===== src/rtl/dtc_params.svh =====
// constants for the dual timer/counter block
`ifndef DTC_PARAMS_SVH
`define DTC_PARAMS_SVH
`define DTC_IDX_CTRL 8'h88
`define DTC_IDX_MODE 8'h89
`define DTC_IDX_TL0 8'h8A
`define DTC_IDX_TL1 8'h8B
`define DTC_IDX_TH0 8'h8C
`define DTC_IDX_TH1 8'h8D
`define DTC_ADDR_CTRL {2'h0, `DTC_IDX_CTRL, 2'h0}
`define DTC_ADDR_MODE {2'h0, `DTC_IDX_MODE, 2'h0}
`define DTC_ADDR_TL0 {2'h0, `DTC_IDX_TL0, 2'h0}
`define DTC_ADDR_TL1 {2'h0, `DTC_IDX_TL1, 2'h0}
`define DTC_ADDR_TH0 {2'h0, `DTC_IDX_TH0, 2'h0}
`define DTC_ADDR_TH1 {2'h0, `DTC_IDX_TH1, 2'h0}
`define DTC_ADDR_ACK 12'h090
`define DTC_ADDR_IRQ_STAT 12'h094
`define DTC_ADDR_IRQ_MASK 12'h098
`define DTC_CTRL_RST 8'h00
`define DTC_MODE_RST 8'h00
`define DTC_BIT_TF1 7
`define DTC_BIT_TR1 6
`define DTC_BIT_TF0 5
`define DTC_BIT_TR0 4
`define DTC_BIT_IE1 3
`define DTC_BIT_IT1 2
`define DTC_BIT_IE0 1
`define DTC_BIT_IT0 0
`define DTC_BIT_TIMER_ONE_PIN_GATING 7
`define DTC_BIT_CS1 6
`define DTC_BIT_TIMER_ZERO_PIN_GATING 3
`define DTC_BIT_CS0 2
`define DTC_PRESCALE_MAX 5'h1F
`define DTC_TICK_DIV 2
`endif


===== src/rtl/dtc_pkg.sv =====
// types for the dual timer/counter block
package dtc_pkg;
	typedef enum logic [1:0] {
		DTC_MODE_PRESCALE = 2'b00,
		DTC_MODE_WIDE = 2'b01,
		DTC_MODE_RELOAD = 2'b10,
		DTC_MODE_SPLIT = 2'b11
	} dtc_mode_e;
	typedef struct packed {
		logic int_zero;
		logic int_one;
		logic cnt_zero;
		logic cnt_one;
	} dtc_pins_s;
	typedef struct packed {
		logic tf1;
		logic tf0;
		logic ie1;
		logic ie0;
	} dtc_ack_s;
endpackage


===== src/rtl/dtc_timer.sv =====
// two timer/counters with external interrupt detection, apb slave
//
// Added by the designer: the APB interface to the registers.
`timescale 1ns/1ps
`include "dtc_params.svh"
// Operation
// - overflow of timer one sets its flag
// - timer one counts only when run set
// - overflow of timer zero sets its flag
// - timer zero counts only when run zero set; split-mode th0 counts on run one
// - int one falling edge sets edge flag
// - int one trigger: level or edge
// - int zero falling edge sets edge flag
// - int zero trigger: level or edge
// - gate one needs int one pin high
// - gate zero needs int zero pin high
// - timer one ticks every two clocks
// - timer one counts pin falling edges
// - timer zero source: clocks or pin edges
// - timer one modes prescale and sixteen bit
// - timer one reload mode, or stopped
// - timer zero prescale mode
// - timer zero sixteen bit and reload
// - timer zero split into two counters
module dtc_timer import dtc_pkg::*; (
	input wire logic clk,
	input wire logic reset_n,
	input wire logic psel,
	input wire logic penable,
	input wire logic pwrite,
	input wire logic [11:0] paddr,
	input wire logic [31:0] pwdata,
	output logic [31:0] prdata,
	output logic pready,
	output logic pslverr,
	input wire dtc_pins_s pins,
	input wire dtc_ack_s vector_ack,
	output logic timer_one_overflow_flag,
	output logic timer_zero_overflow_flag,
	output logic ext_int_one_request,
	output logic ext_int_zero_request,
	output logic irq
);
	// ***************
	// pin sampling
	// ***************
	dtc_pins_s sync1_q, sync2_q, prev_q;
	always_ff @(posedge clk or negedge reset_n) begin
		if (!reset_n) begin
			sync1_q <= 4'hF;
			sync2_q <= 4'hF;
			prev_q <= 4'hF;
		end else begin
			sync1_q <= pins;
			sync2_q <= sync1_q;
			prev_q <= sync2_q;
		end
	end
	wire dtc_pins_s fall = prev_q & ~sync2_q;

	// ***************
	// registers
	// ***************
	logic [7:0] ctrl_q, mode_q, tl0_q, tl1_q, th0_q, th1_q;
	logic [3:0] stat_q, mask_q;
	logic tick_q;
	logic wr;
	assign wr = psel && penable && pwrite;
	function automatic logic hit(input logic [11:0] a, input logic [11:0] b);
		hit = (a == b);
	endfunction

	// prescaler tick, every two clocks
	always_ff @(posedge clk or negedge reset_n) begin
		if (!reset_n) begin
			tick_q <= 1'b0;
		end else begin
			tick_q <= ~tick_q;
		end
	end

	// ***************
	// count enables
	// ***************
	dtc_mode_e m0, m1;
	assign m0 = dtc_mode_e'(mode_q[1:0]);
	assign m1 = dtc_mode_e'(mode_q[5:4]);
	logic run0, run1, inc0, inc1, inc_th0;
	always_comb begin
		run0 = ctrl_q[`DTC_BIT_TR0]
			&& (!mode_q[`DTC_BIT_TIMER_ZERO_PIN_GATING] || sync2_q.int_zero);
		run1 = ctrl_q[`DTC_BIT_TR1]
			&& (!mode_q[`DTC_BIT_TIMER_ONE_PIN_GATING] || sync2_q.int_one);
		inc0 = run0 && (mode_q[`DTC_BIT_CS0] ? fall.cnt_zero : tick_q);
		inc1 = run1 && (mode_q[`DTC_BIT_CS1] ? fall.cnt_one : tick_q);
		inc_th0 = ctrl_q[`DTC_BIT_TR1] && tick_q;
	end

	// ***************
	// timer zero
	// ***************
	logic ovf0, ovf_th0;
	always_ff @(posedge clk or negedge reset_n) begin
		if (!reset_n) begin
			tl0_q <= 8'h00;
			th0_q <= 8'h00;
			ovf0 <= 1'b0;
			ovf_th0 <= 1'b0;
		end else begin
			ovf0 <= 1'b0;
			ovf_th0 <= 1'b0;
			if (wr && hit(paddr, `DTC_ADDR_TL0)) begin
				tl0_q <= pwdata[7:0];
			end else if (inc0) begin
				case (m0)
					DTC_MODE_PRESCALE: begin
						tl0_q <= {3'h0, tl0_q[4:0] + 5'h01};
					end
					DTC_MODE_WIDE: begin
						tl0_q <= tl0_q + 8'h01;
					end
					DTC_MODE_RELOAD: begin
						tl0_q <= (tl0_q == 8'hFF) ? th0_q : tl0_q + 8'h01;
						ovf0 <= (tl0_q == 8'hFF);
					end
					default: begin
						tl0_q <= tl0_q + 8'h01;
						ovf0 <= (tl0_q == 8'hFF);
					end
				endcase
			end
			if (wr && hit(paddr, `DTC_ADDR_TH0)) begin
				th0_q <= pwdata[7:0];
			end else if (m0 == DTC_MODE_SPLIT) begin
				if (inc_th0) begin
					th0_q <= th0_q + 8'h01;
					ovf_th0 <= (th0_q == 8'hFF);
				end
			end else if (inc0 && m0 == DTC_MODE_PRESCALE
				&& tl0_q[4:0] == `DTC_PRESCALE_MAX) begin
				th0_q <= th0_q + 8'h01;
				ovf0 <= (th0_q == 8'hFF);
			end else if (inc0 && m0 == DTC_MODE_WIDE && tl0_q == 8'hFF) begin
				th0_q <= th0_q + 8'h01;
				ovf0 <= (th0_q == 8'hFF);
			end
		end
	end

	// ***************
	// timer one
	// ***************
	logic ovf1;
	always_ff @(posedge clk or negedge reset_n) begin
		if (!reset_n) begin
			tl1_q <= 8'h00;
			th1_q <= 8'h00;
			ovf1 <= 1'b0;
		end else begin
			ovf1 <= 1'b0;
			if (wr && hit(paddr, `DTC_ADDR_TL1)) begin
				tl1_q <= pwdata[7:0];
			end else if (inc1) begin
				case (m1)
					DTC_MODE_PRESCALE: begin
						tl1_q <= {3'h0, tl1_q[4:0] + 5'h01};
					end
					DTC_MODE_WIDE: begin
						tl1_q <= tl1_q + 8'h01;
					end
					DTC_MODE_RELOAD: begin
						tl1_q <= (tl1_q == 8'hFF) ? th1_q : tl1_q + 8'h01;
						ovf1 <= (tl1_q == 8'hFF);
					end
					default: begin
						tl1_q <= tl1_q;
					end
				endcase
			end
			if (wr && hit(paddr, `DTC_ADDR_TH1)) begin
				th1_q <= pwdata[7:0];
			end else if (inc1 && ((m1 == DTC_MODE_PRESCALE
				&& tl1_q[4:0] == `DTC_PRESCALE_MAX)
				|| (m1 == DTC_MODE_WIDE && tl1_q == 8'hFF))) begin
				th1_q <= th1_q + 8'h01;
				ovf1 <= (th1_q == 8'hFF);
			end
		end
	end

	// ***************
	// control register and flags
	// ***************
	logic set_tf1, set_tf0, set_ie1, set_ie0;
	always_comb begin
		set_tf1 = ovf1 || ovf_th0;
		set_tf0 = ovf0;
		set_ie1 = ctrl_q[`DTC_BIT_IT1] && fall.int_one;
		set_ie0 = ctrl_q[`DTC_BIT_IT0] && fall.int_zero;
	end
	// flag bits: set wins over clear by write or vector
	function automatic logic flag_nx(input logic cur, input logic set, input logic wen,
		input logic wv, input logic ack);
		flag_nx = set || (wen ? wv : (cur && !ack));
	endfunction
	logic wc;
	assign wc = wr && hit(paddr, `DTC_ADDR_CTRL);
	always_ff @(posedge clk or negedge reset_n) begin
		if (!reset_n) begin
			ctrl_q <= `DTC_CTRL_RST;
		end else begin
			ctrl_q[`DTC_BIT_TF1] <= flag_nx(ctrl_q[`DTC_BIT_TF1], set_tf1, wc,
				pwdata[`DTC_BIT_TF1], vector_ack.tf1);
			ctrl_q[`DTC_BIT_TF0] <= flag_nx(ctrl_q[`DTC_BIT_TF0], set_tf0, wc,
				pwdata[`DTC_BIT_TF0], vector_ack.tf0);
			ctrl_q[`DTC_BIT_IE1] <= flag_nx(ctrl_q[`DTC_BIT_IE1], set_ie1, wc,
				pwdata[`DTC_BIT_IE1], vector_ack.ie1);
			ctrl_q[`DTC_BIT_IE0] <= flag_nx(ctrl_q[`DTC_BIT_IE0], set_ie0, wc,
				pwdata[`DTC_BIT_IE0], vector_ack.ie0);
			if (wc) begin
				ctrl_q[`DTC_BIT_TR1] <= pwdata[`DTC_BIT_TR1];
				ctrl_q[`DTC_BIT_TR0] <= pwdata[`DTC_BIT_TR0];
				ctrl_q[`DTC_BIT_IT1] <= pwdata[`DTC_BIT_IT1];
				ctrl_q[`DTC_BIT_IT0] <= pwdata[`DTC_BIT_IT0];
			end
		end
	end
	always_ff @(posedge clk or negedge reset_n) begin
		if (!reset_n) begin
			mode_q <= `DTC_MODE_RST;
		end else if (wr && hit(paddr, `DTC_ADDR_MODE)) begin
			mode_q <= pwdata[7:0];
		end
	end

	// ***************
	// interrupt status and mask
	// ***************
	logic [3:0] ev;
	assign ev = {set_tf1, set_tf0, set_ie1, set_ie0};
	always_ff @(posedge clk or negedge reset_n) begin
		if (!reset_n) begin
			stat_q <= 4'h0;
			mask_q <= 4'h0;
		end else begin
			if (wr && hit(paddr, `DTC_ADDR_IRQ_STAT)) begin
				stat_q <= ev | (stat_q & ~pwdata[3:0]);
			end else begin
				stat_q <= ev | stat_q;
			end
			if (wr && hit(paddr, `DTC_ADDR_IRQ_MASK)) begin
				mask_q <= pwdata[3:0];
			end
		end
	end

	// ***************
	// outputs and apb read
	// ***************
	logic [31:0] rd;
	logic known;
	always_comb begin
		rd = 32'h0000_0000;
		known = 1'b1;
		if (hit(paddr, `DTC_ADDR_CTRL)) begin
			rd = {24'h0, ctrl_q};
		end else if (hit(paddr, `DTC_ADDR_MODE)) begin
			rd = {24'h0, mode_q};
		end else if (hit(paddr, `DTC_ADDR_TL0)) begin
			rd = {24'h0, tl0_q};
		end else if (hit(paddr, `DTC_ADDR_TL1)) begin
			rd = {24'h0, tl1_q};
		end else if (hit(paddr, `DTC_ADDR_TH0)) begin
			rd = {24'h0, th0_q};
		end else if (hit(paddr, `DTC_ADDR_TH1)) begin
			rd = {24'h0, th1_q};
		end else if (hit(paddr, `DTC_ADDR_IRQ_STAT)) begin
			rd = {28'h0, stat_q};
		end else if (hit(paddr, `DTC_ADDR_IRQ_MASK)) begin
			rd = {28'h0, mask_q};
		end else begin
			known = 1'b0;
		end
	end
	always_ff @(posedge clk or negedge reset_n) begin
		if (!reset_n) begin
			prdata <= 32'h0000_0000;
			pready <= 1'b0;
			pslverr <= 1'b0;
		end else begin
			pready <= psel && !penable;
			pslverr <= psel && !penable && !known;
			prdata <= (psel && !penable && !pwrite) ? rd : 32'h0000_0000;
		end
	end
	always_ff @(posedge clk or negedge reset_n) begin
		if (!reset_n) begin
			timer_one_overflow_flag <= 1'b0;
			timer_zero_overflow_flag <= 1'b0;
			ext_int_one_request <= 1'b0;
			ext_int_zero_request <= 1'b0;
			irq <= 1'b0;
		end else begin
			timer_one_overflow_flag <= ctrl_q[`DTC_BIT_TF1];
			timer_zero_overflow_flag <= ctrl_q[`DTC_BIT_TF0];
			ext_int_one_request <= ctrl_q[`DTC_BIT_IT1] ? ctrl_q[`DTC_BIT_IE1]
				: !sync2_q.int_one;
			ext_int_zero_request <= ctrl_q[`DTC_BIT_IT0] ? ctrl_q[`DTC_BIT_IE0]
				: !sync2_q.int_zero;
			irq <= |(stat_q & mask_q);
		end
	end

	// ***************
	// checks
	// ***************
	property p_run1;
		@(posedge clk) disable iff (!reset_n)
		!ctrl_q[`DTC_BIT_TR1] && !wr |=> $stable(th1_q) && $stable(tl1_q);
	endproperty
	a_run1: assert property (p_run1) else $error("timer one moved while halted");
	property p_run0;
		@(posedge clk) disable iff (!reset_n)
		!ctrl_q[`DTC_BIT_TR0] && !wr && m0 != DTC_MODE_SPLIT |=> $stable(tl0_q) && $stable(th0_q);
	endproperty
	a_run0: assert property (p_run0) else $error("timer zero moved while halted");
	property p_tf1;
		@(posedge clk) disable iff (!reset_n)
		ovf1 |=> ctrl_q[`DTC_BIT_TF1];
	endproperty
	a_tf1: assert property (p_tf1) else $error("timer one flag not set");
	property p_tf0;
		@(posedge clk) disable iff (!reset_n)
		ovf0 |=> ctrl_q[`DTC_BIT_TF0];
	endproperty
	a_tf0: assert property (p_tf0) else $error("timer zero flag not set");
	property p_ie1;
		@(posedge clk) disable iff (!reset_n)
		ctrl_q[`DTC_BIT_IT1] && prev_q.int_one && !sync2_q.int_one |=> ctrl_q[`DTC_BIT_IE1];
	endproperty
	a_ie1: assert property (p_ie1) else $error("int one edge missed");
	property p_ie0;
		@(posedge clk) disable iff (!reset_n)
		ctrl_q[`DTC_BIT_IT0] && prev_q.int_zero && !sync2_q.int_zero |=> ctrl_q[`DTC_BIT_IE0];
	endproperty
	a_ie0: assert property (p_ie0) else $error("int zero edge missed");
	property p_lvl0;
		@(posedge clk) disable iff (!reset_n)
		!ctrl_q[`DTC_BIT_IT0] |=> ext_int_zero_request == !$past(sync2_q.int_zero);
	endproperty
	a_lvl0: assert property (p_lvl0) else $error("int zero level wrong");
	property p_timer_one_pin_gating;
		@(posedge clk) disable iff (!reset_n)
		mode_q[`DTC_BIT_TIMER_ONE_PIN_GATING] && !sync2_q.int_one && !wr |=> $stable(tl1_q) && $stable(th1_q);
	endproperty
	a_timer_one_pin_gating: assert property (p_timer_one_pin_gating) else $error("gated timer one counted");
	property p_stop1;
		@(posedge clk) disable iff (!reset_n)
		m1 == DTC_MODE_SPLIT && !wr |=> $stable(tl1_q) && $stable(th1_q);
	endproperty
	a_stop1: assert property (p_stop1) else $error("timer one ran in mode three");
endmodule


===== config.mk =====
export PLATFORM = sky130hd
export DESIGN_NAME = dtc_timer
export DESIGN_NICKNAME = d
export VERILOG_FILES = /design/src/rtl/dtc_pkg.sv /design/src/rtl/dtc_timer.sv
export VERILOG_INCLUDE_DIRS = /design/src /design/src/rtl
export SDC_FILE = /design/constraint.sdc
export NUM_CORES = 1
export LEC_CHECK = 0
export ABC_AREA = 1
export BUFFER_PORTS_ARGS = -buffer_cell sky130_fd_sc_hd__buf_4
export CAP_MARGIN = 0
export CORE_MARGIN = 8
export CORE_UTILIZATION = 57
export DETAILED_ROUTE_END_ITERATION = 6
export HOLD_SLACK_MARGIN = 0.06
export PLACE_DENSITY = 0.81
export SYNTH_ARGS = -nofsm -noshare
export SYNTH_HDL_FRONTEND = slang
export SYNTH_SLANG_ARGS = --single-unit

===== constraint.sdc =====
create_clock -name clk -period 2.15 [get_ports clk]
set_input_delay 0.1075 -clock clk [delete_from_list [all_inputs] [get_ports clk]]
set_output_delay 0.1075 -clock clk [all_outputs]
set_load 0.02 [all_outputs]

==> run_results.csv <==
group,metric,value,unit
placement,gp_congestion,0.9406,
setup_path,crit_type,"reg2reg",
final_layout,fillers,790,
floorplan,initial_core_util,58.20,%
setup_path,slowest_delay,0.43,ns
sta,worst_pin_slew,0.5706,ns
job,drv_cap,0,
cts,clk_latency,0.36,ns
final_layout,multi_input_area,2638,µm²
cts,h-tree-depth,3,
synthesis,seq_area_frac_synth,40.95,%
setup_path,critical_path_arrival,2.19,ns
sta,finalCriticalPeriod,1.953,ns
setup_path,cp-start-kind,"flop",
floorplan,num_rows,35,
placement,dp_cells,831,
synthesis,ys_top_cells_by_count,"nand2_1 (150), inv_1 (84), dfrtp_1 (75)",
sta,max_slew_margin,61.82,%
power,p_leak,0.002912,µW
synthesis,synth.distinct_cells,49,
setup_path,path_max_fanout,16,
grt,grt_pass1_wl,24580,µm
detailed_routing,route.antenna.remaining_nets,0,
power,pwr_density_cell,517.8,nW/µm²
setup_path,end_kind,"flop",
final_layout,fin_area,6127,µm²
synthesis,synth_seq_cells,87,
synthesis,synthArstFlopShare,100.0,%
synthesis,synth_top_cell_area_share,35.06,%
floorplan,io_pins,96,
placement,hpwl,11530,µm
sta,finalSetupViolations,0,
floorplan,dieWidth,112.9,µm
sta,fmax,0.5120,GHz
sta,slew_violations,0,
synthesis,syn-cell-area,5353,µm²
grt,antenna_found_initial,0,
status,status,"completed",
cts,cts_tree,"yes",
cts,root_buffer,"clkbuf_8",
min_path,hold_class,"in2reg",
placement,placed_cell_area,5742,µm²
detailed_routing,via_per_inst,5.704,
floorplan,fp.dieH,112.9,µm
setup_path,crit_required,2.38,ns
sta,hold_slack,0.09023,ns
final_layout,instances_no_fill,864,
floorplan,die_area,12750,µm²
grt,grt_usage,24.55,%
sta,fin_crit_sh,90.85,%
final_layout,layout.nets,814,
cts,cts_max_path_buffers,2,
placement,io_buffer_count,47,
detailed_routing,num_vias,4928,
grt,grt-ovfl-total,0,
detailed_routing,drt_iter0_markers,372,
synthesis,yosys.area.top_type,"dfrtp_1",
power,ir_worst_vdd,0.0003456,V
sta,hold_violations,0,
detailed_routing,drc,0,
cts,numCtsBuffers,9,
cts,cts_num_sinks,87,
synthesis,synth_enable_flop_cells,0,
detailed_routing,wl_per_cell,17.75,µm
sta,fin_skew,0.01460,ns
grt,grt_pass1_vias,4755,
synthesis,ys.flop_type,"dfrtp_1",
cts,path_clk_slew,0.11,ns
final_layout,seq_area,2192,µm²
detailed_routing,drt-pass1-iter-count,5,
synthesis,synth_most_common_cell,"nand2_1",
synthesis,netlist_instances,676,
final_layout,drive_gt1_share,17.40,%
setup_path,crit_chain,"ha_1, nand2_1, nor2_2, nand2_2, o21ai_2, nand2_2, nor2_4, nand2_1, o21ai_0",
synthesis,avgSynthCellArea,7.918,µm²
synthesis,synth_area_leaders,"dfrtp_1 (35%), nand2_1 (11%), dfstp_2 (5.9%)",
setup_path,cp_slowest_cell,"dfrtp_1",
final_layout,diodes,0,
synthesis,yosys_warnings,0,
detailed_routing,routed_wl,15340,µm
grt,grt_max_degree,49,
power,power,3173,µW
sta,rsz0062_at_grt,"no",
final_layout,syn_to_final_growth,14.47,%
sta,setup_tns,0,ns
floorplan,fp.coreArea,9196,µm²
## logic make-up after synthesis
group / count (synthesis) / share of synthesized area, %
AOI/OAI and AO/OA: 136 / 15.22
xor gates and xnor gates: 16 / 2.618
adders and majority gates: 9 / 2.104
buffers and inverters: 127 / 11.48
DFF: 87 / 40.95
other: 1 / 0.07006
and+or+nand+nor: 300 / 27.56
## cell usage in the layout (no fill, tap or decap), types with 13 or more instances in the layout
cell	n
conb_1	24
nand2_1	150
dfrtp_1	75
nor2_1	42
buf_4	54
o21ai_1	13
xor2_1	13
o21ai_0	49
inv_1	84
o211ai_1	18
a21oi_1	29
nand3_1	51
dlygate4sd3_1	17
## final timing paths
check	start	to	slack [ns]	cells past startpoint
max in group asynchronous	reset_n	sync2_q[1]	1.19	3
min in group asynchronous	reset_n	th1_q[4]	0.26	2
hold reg to reg	sync1_q[1]	sync2_q[1]	0.36	0
setup reg to reg	tl1_q[1]	ovf1	0.20	9
hold / removal	vector_ack[3]	ctrl_q[7]	0.09	4
setup / recovery	tl1_q[1]	ovf1	0.20	9
## metrics by stage
stage          worst slack (ns)  utilization (%)
6_report                 0.1968            66.63
5_1_grt                 0.03135            66.63
4_1_cts                  0.1490            66.57
3_5_place_dp             0.1724            62.44
3_3_place_gp             0.2333            62.44
2_1_floorplan            0.4564                -
## flip-flops by register name, indices dropped and copies added (netlist names), 4 cells and up
register  count
mask_q        4
sync1_q       4
ctrl_q        8
tl0_q         8
prdata        8
mode_q        8
th1_q         8
tl1_q         8
th0_q         8
stat_q        4
sync2_q       4
prev_q        4
## power breakdown
part	leakage, µW	internal [µW]	switching (µW)	total [µW]
Sequential	0.00113	1660	8.30	1670
Clock	0.000105	567	672	1240
Combinational	0.00168	87.4	177	265
## critical path: cells and delay by family (launching register included)
family / cells / cell delay, ns
and+or+nand+nor: 6 / 0.86
AOI/OAI and AO/OA: 2 / 0.33
adders and majority gates: 1 / 0.22
DFF: 1 / 0.43
## metal layers
metal  vias to the layer above  routed length [µm]  global-route usage, %
met3                        44                1290                  6.337
met2                       207                7486                  41.18
li1                       2336                   -                      -
met5                         -                   0                      0
met1                      2341                6091                  29.63
met4                         0                 469                  9.503
## layout make-up
class,count,area share (%)
Clock buffer,9,2.022
Clock inverter,7,1.409
Inverter,93,5.759
Multi-Input combinational cell,485,43.05
Sequential cell,87,35.78
Tap cell,111,2.267
Timing Repair Buffer,72,9.720
## what timing repair did
| item | 4_1_cts | 5_1_grt |
|---|---|---|
| buffers inserted | 0 | 0 |
| hold buffers | 17 | 0 |
| resized for setup | 0 | 1 |
| hold endpoints to repair | 51 | 0 |
| endpoints found under the setup margin | 0 | 6 |
Power figures use the tool's default switching activity.
